**config.mk**
```make
export PLATFORM = sky130hd
export DESIGN_NAME = tcb_config_bank
export DESIGN_NICKNAME = d
export VERILOG_FILES = /design/src/design/tcb_config_bank.v /design/src/design/tcb_edge_detect.v
export VERILOG_INCLUDE_DIRS = /design/src /design/src/design
export SDC_FILE = /design/constraint.sdc
export NUM_CORES = 1
export LEC_CHECK = 0
export ABC_AREA = 1
export BUFFER_PORTS_ARGS = -buffer_cell sky130_fd_sc_hd__buf_2
export CAP_MARGIN = 20
export CORE_UTILIZATION = 61
export CTS_BUF_LIST = sky130_fd_sc_hd__clkbuf_8
export CTS_CLUSTER_DIAMETER = 150
export DETAILED_ROUTE_END_ITERATION = 8
export PLACE_DENSITY = 0.94
export SLEW_MARGIN = 20
export SYNTH_ARGS = -nofsm -noshare
export SYNTH_HDL_FRONTEND = slang
export SYNTH_HIERARCHICAL = 1
export SYNTH_SLANG_ARGS = --single-unit
export TNS_END_PERCENT = 20
```
**constraint.sdc**
```tcl
create_clock -name clock -period 9.6 [get_ports clock]
set_input_delay 1.92 -clock clock [delete_from_list [all_inputs] [get_ports clock]]
set_output_delay 1.92 -clock clock [all_outputs]
set_load 0.005 [all_outputs]
```
**src/design/tcb_defines.vh**
```
// Register offsets, field positions and reset values of the threshold configuration bank
`ifndef TCB_DEFINES_VH
`define TCB_DEFINES_VH

`define TCB_ADDR_W          6
`define TCB_DATA_W          24
`define TCB_LIM_W           10
`define TCB_SEL_W           2

`define TCB_OFF_LIMITS_0_1  6'h29
`define TCB_OFF_LIMITS_2_3  6'h2A
`define TCB_OFF_LIMITS_4_5  6'h2B
`define TCB_OFF_EDGE_SEL    6'h28

`define TCB_LIM_LO_LSB      0
`define TCB_LIM_LO_MSB      9
`define TCB_LIM_HI_LSB      10
`define TCB_LIM_HI_MSB      19
`define TCB_LIM_USED_MASK   24'h0FFFFF

`define TCB_SEL22_LSB       0
`define TCB_SEL22_MSB       5
`define TCB_SEL23_LSB       6
`define TCB_SEL23_MSB       15
`define TCB_SEL_USED_MASK   24'h00FFFF

`define TCB_RESET_VALUE     24'h000000

`define TCB_SEL_NONE        2'h0
`define TCB_SEL_RISE        2'h1
`define TCB_SEL_FALL        2'h2
`define TCB_SEL_BOTH        2'h3

`endif

```
**src/design/tcb_config_bank.v**
```verilog
// Threshold and edge-interrupt selection register bank with crossing detectors
`timescale 1ns/1ps
`include "tcb_defines.vh"
// How it works
// - Input 23 selection: 10 bits at 15:6, five 2-bit selectors.
// - Selector 00: never an event for that input and threshold.
// - Selector 01: event only when value rises above threshold.
// - Selector 10: event only when value falls to or below threshold.
// - Selector 11: event on crossing in either direction.
// - Input 23 bits 1:0 to group-3 slot A, bits 3:2 to slot B.
// - Input 23 bits 5:4 to slot C, bits 7:6 to threshold 8.
// - Input 23 bits 9:8 to threshold 9, same encoding.
// - Input 22 selection at bits 5:0: slots A, B, C low to high.
// - Both selection fields reset to zero: no events until configured.
// - Threshold 0 at bits 9:0 of first threshold register.
// - Threshold 1 at bits 19:10 of first threshold register.
// - Threshold 2 at bits 9:0 of second threshold register.
// - Threshold 3 at bits 19:10 of second; bits 23:20 reserved.
// - Threshold 4 at bits 9:0 of third threshold register.
// - Threshold 5 at bits 19:10 of third; all thresholds reset zero.

module tcb_config_bank #(
   parameter LIM_W = 10
) (
   input  wire                     clock,               // System clock, 50 MHz
   input  wire                     reset,               // Asynchronous reset, active high
   input  wire                     reg_wr,              // Register write strobe
   input  wire                     reg_rd,              // Register read strobe
   input  wire [`TCB_ADDR_W-1:0]   reg_addr,            // Register offset
   input  wire [`TCB_DATA_W-1:0]   reg_wdata,           // Write data
   output reg  [`TCB_DATA_W-1:0]   reg_rdata,           // Read data, valid after reg_rd
   output reg                      reg_rvalid,          // Read data valid pulse
   input  wire                     sample_vld,          // New samples this cycle
   input  wire [LIM_W-1:0]         switch_input_22,     // Measured value of input 22
   input  wire [LIM_W-1:0]         switch_input_23,     // Measured value of input 23
   input  wire [LIM_W-1:0]         group3_limit_slot_a, // Group-3 threshold slot A
   input  wire [LIM_W-1:0]         group3_limit_slot_b, // Group-3 threshold slot B
   input  wire [LIM_W-1:0]         group3_limit_slot_c, // Group-3 threshold slot C
   input  wire [LIM_W-1:0]         level_limit_eight,   // Threshold 8
   input  wire [LIM_W-1:0]         level_limit_nine,    // Threshold 9
   output reg  [LIM_W-1:0]         level_limit_zero,    // Threshold 0
   output reg  [LIM_W-1:0]         level_limit_one,     // Threshold 1
   output reg  [LIM_W-1:0]         level_limit_two,     // Threshold 2
   output reg  [LIM_W-1:0]         level_limit_three,   // Threshold 3
   output reg  [LIM_W-1:0]         level_limit_four,    // Threshold 4
   output reg  [LIM_W-1:0]         level_limit_five,    // Threshold 5
   output reg  [2:0]               event_ch22,          // Crossing events input 22, A..C
   output reg  [4:0]               event_ch23           // Crossing events input 23, A,B,C,8,9
);

   // =====================================================================
   // Register storage
   reg  [`TCB_DATA_W-1:0] level_limits_0_1_reg;
   reg  [`TCB_DATA_W-1:0] level_limits_2_3_reg;
   reg  [`TCB_DATA_W-1:0] level_limits_4_5_reg;
   reg  [`TCB_DATA_W-1:0] edge_irq_select_bank_four_reg;
   reg  [`TCB_DATA_W-1:0] rdata_next;
   wire [5:0]             edge_irq_sel_ch22;
   wire [9:0]             edge_irq_sel_ch23;
   wire [2:0]             ev22;
   wire [4:0]             ev23;
   wire [5*LIM_W-1:0]     lim23;

   assign edge_irq_sel_ch22 = edge_irq_select_bank_four_reg[`TCB_SEL22_MSB:`TCB_SEL22_LSB];
   assign edge_irq_sel_ch23 = edge_irq_select_bank_four_reg[`TCB_SEL23_MSB:`TCB_SEL23_LSB];

   always @(posedge clock or posedge reset) begin
      if (reset) begin
         level_limits_0_1_reg          <= `TCB_RESET_VALUE;
         level_limits_2_3_reg          <= `TCB_RESET_VALUE;
         level_limits_4_5_reg          <= `TCB_RESET_VALUE;
         edge_irq_select_bank_four_reg <= `TCB_RESET_VALUE;
      end else if (reg_wr) begin
         // Unused upper bits are masked on write so they always read zero
         case (reg_addr)
            `TCB_OFF_LIMITS_0_1: level_limits_0_1_reg <= reg_wdata & `TCB_LIM_USED_MASK;
            `TCB_OFF_LIMITS_2_3: level_limits_2_3_reg <= reg_wdata & `TCB_LIM_USED_MASK;
            `TCB_OFF_LIMITS_4_5: level_limits_4_5_reg <= reg_wdata & `TCB_LIM_USED_MASK;
            `TCB_OFF_EDGE_SEL:
               edge_irq_select_bank_four_reg <= reg_wdata & `TCB_SEL_USED_MASK;
            default: ;
         endcase
      end
   end

   // =====================================================================
   // Read path: unmapped offsets read zero
   always @* begin
      case (reg_addr)
         `TCB_OFF_LIMITS_0_1: rdata_next = level_limits_0_1_reg;
         `TCB_OFF_LIMITS_2_3: rdata_next = level_limits_2_3_reg;
         `TCB_OFF_LIMITS_4_5: rdata_next = level_limits_4_5_reg;
         `TCB_OFF_EDGE_SEL:   rdata_next = edge_irq_select_bank_four_reg;
         default:             rdata_next = `TCB_RESET_VALUE;
      endcase
   end

   always @(posedge clock or posedge reset) begin
      if (reset) begin
         reg_rdata  <= `TCB_RESET_VALUE;
         reg_rvalid <= 1'b0;
      end else begin
         reg_rvalid <= reg_rd;
         if (reg_rd) begin
            reg_rdata <= rdata_next;
         end
      end
   end

   // =====================================================================
   // Threshold fields, registered so each output comes from a flip-flop
   always @(posedge clock or posedge reset) begin
      if (reset) begin
         level_limit_zero  <= {LIM_W{1'b0}};
         level_limit_one   <= {LIM_W{1'b0}};
         level_limit_two   <= {LIM_W{1'b0}};
         level_limit_three <= {LIM_W{1'b0}};
         level_limit_four  <= {LIM_W{1'b0}};
         level_limit_five  <= {LIM_W{1'b0}};
      end else begin
         level_limit_zero  <= level_limits_0_1_reg[`TCB_LIM_LO_MSB:`TCB_LIM_LO_LSB];
         level_limit_one   <= level_limits_0_1_reg[`TCB_LIM_HI_MSB:`TCB_LIM_HI_LSB];
         level_limit_two   <= level_limits_2_3_reg[`TCB_LIM_LO_MSB:`TCB_LIM_LO_LSB];
         level_limit_three <= level_limits_2_3_reg[`TCB_LIM_HI_MSB:`TCB_LIM_HI_LSB];
         level_limit_four  <= level_limits_4_5_reg[`TCB_LIM_LO_MSB:`TCB_LIM_LO_LSB];
         level_limit_five  <= level_limits_4_5_reg[`TCB_LIM_HI_MSB:`TCB_LIM_HI_LSB];
      end
   end

   // =====================================================================
   // Crossing detectors: input 22 against slots A..C
   assign lim23 = {level_limit_nine, level_limit_eight,
                   group3_limit_slot_c, group3_limit_slot_b, group3_limit_slot_a};

   genvar gi;
   generate
      for (gi = 0; gi < 3; gi = gi + 1) begin : g_ch22
         tcb_edge_detect #(.LIM_W(LIM_W)) u_det (
            .clock      (clock),
            .reset      (reset),
            .sample_vld (sample_vld),
            .sample     (switch_input_22),
            .limit      (lim23[gi*LIM_W +: LIM_W]),
            .sel        (edge_irq_sel_ch22[2*gi +: 2]),
            .event_out  (ev22[gi])
         );
      end
      // Input 23 against A, B (bits 3:0), C, eight (7:4), nine (9:8)
      for (gi = 0; gi < 5; gi = gi + 1) begin : g_ch23
         tcb_edge_detect #(.LIM_W(LIM_W)) u_det (
            .clock      (clock),
            .reset      (reset),
            .sample_vld (sample_vld),
            .sample     (switch_input_23),
            .limit      (lim23[gi*LIM_W +: LIM_W]),
            .sel        (edge_irq_sel_ch23[2*gi +: 2]),
            .event_out  (ev23[gi])
         );
      end
   endgenerate

   // Detector outputs are flops already; one more stage keeps the top outputs aligned
   always @(posedge clock or posedge reset) begin
      if (reset) begin
         event_ch22 <= 3'h0;
         event_ch23 <= 5'h00;
      end else begin
         event_ch22 <= ev22;
         event_ch23 <= ev23;
      end
   end

endmodule

```
**src/design/tcb_edge_detect.v**
```verilog
// One crossing detector: input sample against one limit, gated by a 2-bit selector
`timescale 1ns/1ps
`include "tcb_defines.vh"

module tcb_edge_detect #(
   parameter LIM_W = 10
) (
   input  wire             clock,      // System clock
   input  wire             reset,      // Asynchronous reset, active high
   input  wire             sample_vld, // New sample present this cycle
   input  wire [LIM_W-1:0] sample,     // Measured value
   input  wire [LIM_W-1:0] limit,      // Threshold
   input  wire [1:0]       sel,        // Edge selector
   output reg              event_out   // One-cycle crossing event
);

   reg  above_reg;
   reg  primed_reg;
   wire above_now;
   wire rise;
   wire fall;

   assign above_now = (sample > limit);
   // First sample after reset only primes the history, so no false edge
   assign rise = primed_reg & ~above_reg & above_now;
   assign fall = primed_reg & above_reg & ~above_now;

   always @(posedge clock or posedge reset) begin
      if (reset) begin
         above_reg  <= 1'b0;
         primed_reg <= 1'b0;
         event_out  <= 1'b0;
      end else begin
         event_out <= 1'b0;
         if (sample_vld) begin
            above_reg  <= above_now;
            primed_reg <= 1'b1;
            case (sel)
               `TCB_SEL_NONE: event_out <= 1'b0;
               `TCB_SEL_RISE: event_out <= rise;
               `TCB_SEL_FALL: event_out <= fall;
               `TCB_SEL_BOTH: event_out <= rise | fall;
               default:       event_out <= 1'b0;
            endcase
         end
      end
   end

endmodule

```
======== Yosys cells after proc, flatten, opt, wreduce, memory -nomap -nowiden ========
Cells that the tools add are included.
storage, ports and cells
  word-level logic and storage cells ...... 152
  bits of input ports ..................... 105
  register bits after elaboration ......... 186
cells by class
  magnitude comparators ................... 8
  multiplexer cells ....................... 17
  bitwise logic cells ..................... 56
  reductions and logical operators ........ 12
  eq/ne operators ......................... 28
operators by type and width
  operator                                                                count
  10-bit > comparator                                                     8
  20-bit one-hot mux with 4 select lines                                  1
  1-bit bitwise AND                                                       32
  2-bit equality test (second input constant)                             16
  1-bit one-hot mux with 4 select lines                                   8
  6-bit equality test (second input constant)                             4
  2-bit by 1-bit equality test with 1-bit output (second input constant)  8
  2-bit zero test                                                         8
  1-bit inverter                                                          16
  1-bit two-way mux                                                       8
  1-bit bitwise OR                                                        8
  2-bit AND reduction                                                     4

======== Depth between registers and ports, before layout ========
  depth in word-level cells ............... 6
  gate-level depth with buffers ........... 11

======== By module ========
The synthesis kept the hierarchy.
modules (own cells, without submodules)
  module           cells an instance  instances  area each (um2)
  tcb_config_bank  629                1          6119.6
  tcb_edge_detect  66                 8          456.7

======== Least setup slack after synthesis ========
OpenSTA, ideal clock, no wires.
  path type ............................... input to register
  from .................................... input port reg_addr[3]
  to ...................................... register reg_rdata[0]
  path buffers ............................ 1
  path slack .............................. 6666 ps
  arrival time ............................ 2817 ps
  cell stages on the path ................. 9
  cells stage by stage .................... nand2_1 clkinv_1 nand3_2 buf_2 nor2_1 nor2_1 nand2_1 nand2_1 nand2_1
on the way
  longest elaborated chain between the ends .. 2
  elaborated cells between the ends (all ways) .. 5
ends and longest elaborated chain
  item                                        RTL line               source
  start, declared                             tcb_config_bank.v:29   input wire [`TCB_ADDR_W-1:0] reg_addr,
  6-bit equality test                         tcb_config_bank.v:89   case (reg_addr)
  20-bit one-hot mux with 4 select lines (*)  tcb_config_bank.v:89
  end signal, assigned                        tcb_config_bank.v:100  reg_rdata <= `TCB_RESET_VALUE;
  end signal, assigned                        tcb_config_bank.v:105  reg_rdata <= rdata_next;
  end, declared                               tcb_config_bank.v:31   output reg [`TCB_DATA_W-1:0] reg_rdata,
Every way passes the cells marked *; elsewhere a longest branch is shown, timed or not.
A chain may end at the register's enable or synchronous reset.

======== Worst setup path after layout ========
  from .................................... input port reg_addr[0]
  to ...................................... register level_limits_0_1_reg[0]
on the way
  longest elaborated chain between the ends .. 2
ends and longest elaborated chain
  item                           RTL line              source
  6-bit equality test            tcb_config_bank.v:75  case (reg_addr)
  2-bit AND reduction (no line)  n/a
  end signal, assigned           tcb_config_bank.v:69  level_limits_0_1_reg <= `TCB_RESET_VALUE;
  end signal, assigned           tcb_config_bank.v:76  `TCB_OFF_LIMITS_0_1: level_limits_0_1_reg <= reg_wdata & `TCB_LIM_USED_MASK;
  end, declared                  tcb_config_bank.v:53  reg [`TCB_DATA_W-1:0] level_limits_0_1_reg;
Every way passes these cells.

==> parameters.txt <==
Parameter                              Value

Clock tree
  CTS sink cnt    189
  Worst-Skew Late Latency    0.47 ns
  Hold-fix buffers, CTS    0
  Clock tree from TritonCTS    yes
  CTS root buf    sky130_fd_sc_hd__clkbuf_8
  Post-cts resize count    0
  Clock-pin slew of the registers on the worst-case setup and hold paths    0.09 ns
  Post-CTS setup buffer count    0
  Clock Path Buffers    2
  H-tree Lvls    4
  Number of buffers created by CTS    17

Layout
  Proportion of layout cells with a drive suffix above 1    22.5%
  Final design instance area without fill    0.0113 mm²
  Net count, final    1,523
  Final Util    72.9%
  Total of fill cells in the finished design    1,121
  Syn-to-layout area delta    15.1%

Setup path
  Delay of the slowest cell on the worst path    0.75 ns
  Endpoint kind of the worst setup timing path    register
  Critical path cell sequence    buf_2 > inv_1 > nor2_2 > nand3_1 > buf_4 > nand2_1 > o21ai_0
  Count of buffer and inverter cells on the critical path    3
  Data required, critical path    9.95 ns
  Critical path type    in -> reg
  R2R Path Start    level_limits_4_5_reg[3]
  Endpoint of the most critical register-to-register path    reg_rdata[3]
  Worst reg-to-reg setup slack    8.63 ns
  Kind of start point of the critical path    input pin
  Worst Reg-to-Reg Cells    6
  Critical path peak fanout    22
  Data arrival time of the critical path    4.21 ns
  Largest delay share family, worst path    simple AND/OR/NAND/NOR gates
  CP max-delay cell    sky130_fd_sc_hd__nor2_2

Yosys
  Main synth FF type    sky130_fd_sc_hd__dfrtp_1
  Syn Std Cell Area    0.00977 mm²
  Number of flops mapped to enable cells by yosys    0
  Asr flop ratio synth    100%
  Number of synthesized register bits    189
  Post-synthesis cell count    1,157
  Sequential area share after synthesis    48.4%
  Number of distinct library cells after synthesis    24
  Mean cell area of the mapped netlist    8.45 µm²
  Yosys warning total    6

Die
  Top Ports    198
  Starting density of the core    63.3%
  Die Ht    129 µm
  Die Area    0.0165 mm²
  Cell Rows    45
  Placeable Area    0.0154 mm²
  Horizontal die dimension    129 µm

Drt
  Total via count in the routed design    8,037
  Number of nets still failing antenna checks after routing    0
  Drt pass-1 iters    8
  Number of DRC markers after the initial detailed-route iteration    586
  Average detailed-routed wire length per instance    14.8 µm
  Total wire length after detailed routing    23,100 µm
  Post-detailed-route via-to-cell ratio    5.15
  Remaining design rule violation count    0

Hold path
  Worst Hold Path EP    event_ch22[1]
  Worst hold path depth    0
  Startpoint of the tightest hold check path    g_ch22[1].u_det/event_out
  Tightest Hold Check Type    reg -> reg

Job
  Max-cap violations    0

Timing
  Worst Setup Slack, final    5.73 ns
  Headroom to the max-slew limit    30.5%
  Final-layout setup total negative slack    0 ns
  Maximum clock rate    259 MHz
  Unrepaired setup endpoints after global routing    no
  Share of the clock period used by the worst path    40.3%
  Pins over their slew limit    0
  Number of setup violations in the final report    0
  Post-layout min period    3.87 ns
  Skew final    0.00913 ns
  Hold Fails Final Rpt    0
  Transition time of the tightest slew-check pin    1.04 ns

Placement
  RD Place Congestion    0.890
  Number of port buffers    189
  Dpl hpwl    17,200 µm
  Dpl ws    5.29 ns
  Placed standard-cell area    0.0109 mm²

Power
  IR Drop Worst-Case VDD    0.147 mV
  Ratio of total power to cell area    152 mW/mm²
  Static Leak    0.00661 µW

GRT
  Maximum number of pins on one net before global-route repair    107
  Total global routing track utilization    29.4%
  Number of antenna violations at the first check in global routing    0
  Grt total ovfl    0
  Vias in the first global route    7,867
  Wire length of the first global-routing pass    37,200 µm

Status
  Run status    finished clean
layout make-up:
class                   count  area, µm²  share of cell area, %
flip-flops and latches    189       4730                   42.0
multi-input cells         693       4000                   35.5
repair buffers            195        991                   8.81
inverters                 242        913                   8.12
well taps                 211        264                   2.35
clock buffers              17        234                   2.08
clock inverters            13        121                   1.08
diodes                      1       2.50                 0.0222
cell usage after synthesis (2+ instances only):
master	n	share of area, %
sky130_fd_sc_hd__clkbuf_1	25	0.96
sky130_fd_sc_hd__or2_1	8	0.51
sky130_fd_sc_hd__nand3_2	18	1.8
sky130_fd_sc_hd__buf_4	4	0.31
sky130_fd_sc_hd__nand2_1	306	12
sky130_fd_sc_hd__ha_1	80	10
sky130_fd_sc_hd__a21oi_1	16	0.82
sky130_fd_sc_hd__o21ai_1	9	0.46
sky130_fd_sc_hd__nor2_4	16	1.8
sky130_fd_sc_hd__o21ai_0	75	3.8
sky130_fd_sc_hd__inv_1	241	9.3
sky130_fd_sc_hd__nand3_1	36	1.8
sky130_fd_sc_hd__buf_1	2	0.077
sky130_fd_sc_hd__nor2_2	9	0.58
sky130_fd_sc_hd__a21oi_2	8	0.72
sky130_fd_sc_hd__dfrtp_1	189	48
sky130_fd_sc_hd__nand2_2	16	1.0
sky130_fd_sc_hd__nand4_1	32	2.0
sky130_fd_sc_hd__buf_2	5	0.26
sky130_fd_sc_hd__nand4_2	8	1.0
sky130_fd_sc_hd__nor2_1	51	2.0
where the power goes:
group / leakage, µW / internal, µW / switching, µW
sequential: 0.00249 / 880 / 52.3
combinational: 0.00394 / 112 / 178
clock: 0.000183 / 204 / 280
metal layers:
layer	vias to the layer above	GRT usage, %	wire, µm
li1	3905	-	-
met1	3782	36.7	9660
met2	295	50.4	11400
met3	55	4.95	1360
met4	0	13.3	743
met5	-	0	0
placed cells by master, fill, tap and decap left out:
cell type	instances
sky130_fd_sc_hd__clkinv_1	1
sky130_fd_sc_hd__nand4_2	8
sky130_fd_sc_hd__nand3_2	19
sky130_fd_sc_hd__nor3_4	1
sky130_fd_sc_hd__inv_6	2
sky130_fd_sc_hd__nand2_2	16
sky130_fd_sc_hd__clkinv_4	5
sky130_fd_sc_hd__or2_1	8
sky130_fd_sc_hd__nor2_2	10
sky130_fd_sc_hd__nor2_1	50
sky130_fd_sc_hd__buf_2	189
sky130_fd_sc_hd__buf_4	6
sky130_fd_sc_hd__nand4_1	32
sky130_fd_sc_hd__nand2_1	306
sky130_fd_sc_hd__ha_1	80
sky130_fd_sc_hd__clkinv_2	4
sky130_fd_sc_hd__inv_8	1
sky130_fd_sc_hd__o21ai_0	75
sky130_fd_sc_hd__nand3_1	35
sky130_fd_sc_hd__bufinv_16	1
sky130_fd_sc_hd__clkinvlp_4	1
sky130_fd_sc_hd__dfrtp_1	189
sky130_fd_sc_hd__conb_1	4
sky130_fd_sc_hd__diode_2	1
sky130_fd_sc_hd__a21oi_1	16
sky130_fd_sc_hd__nor2_4	16
sky130_fd_sc_hd__clkbuf_8	17
sky130_fd_sc_hd__o21ai_1	9
sky130_fd_sc_hd__inv_1	240
sky130_fd_sc_hd__a21oi_2	8
how the worst max path moves through the flow:
stage	slack, ns	cells past startpoint	startpoint	to
after floorplan	3.22	1	reset	edge_irq_select_bank_four_reg[0]
after global placement	5.43	7	reg_addr[0]	level_limits_0_1_reg[8]
after detailed placement	5.29	7	reg_addr[0]	level_limits_0_1_reg[0]
after CTS	5.79	7	reg_addr[0]	level_limits_0_1_reg[0]
after global routing	5.61	9	reg_addr[3]	reg_rdata[9]
final	5.73	7	reg_addr[0]	level_limits_0_1_reg[0]
stage by stage:
stage	hold slack (ns)	instances	power [µW]
after global routing	0.366	1560	1790
after floorplan	0.331	1160	1110
after global placement	0.333	1530	1210
final	0.351	1561	1710
after detailed placement	0.336	1530	1230
after CTS	0.351	1560	1710
kinds of logic (layout without fill, tap and decap cells):
| kind of cell | after synthesis | after routing | share of synthesized area [%] |
|---|---|---|---|
| other | 1 | 5 | 0.0384 |
| AO/OA/AOI/OAI | 108 | 108 | 5.84 |
| flip-flops | 189 | 189 | 48.4 |
| adder cells (fa/ha/maj) | 80 | 80 | 10.2 |
| AND/OR/NAND/NOR | 501 | 501 | 24.6 |
| buffers and inverters | 278 | 467 | 10.9 |
Note: power is estimated with default switching activity, not from simulation.
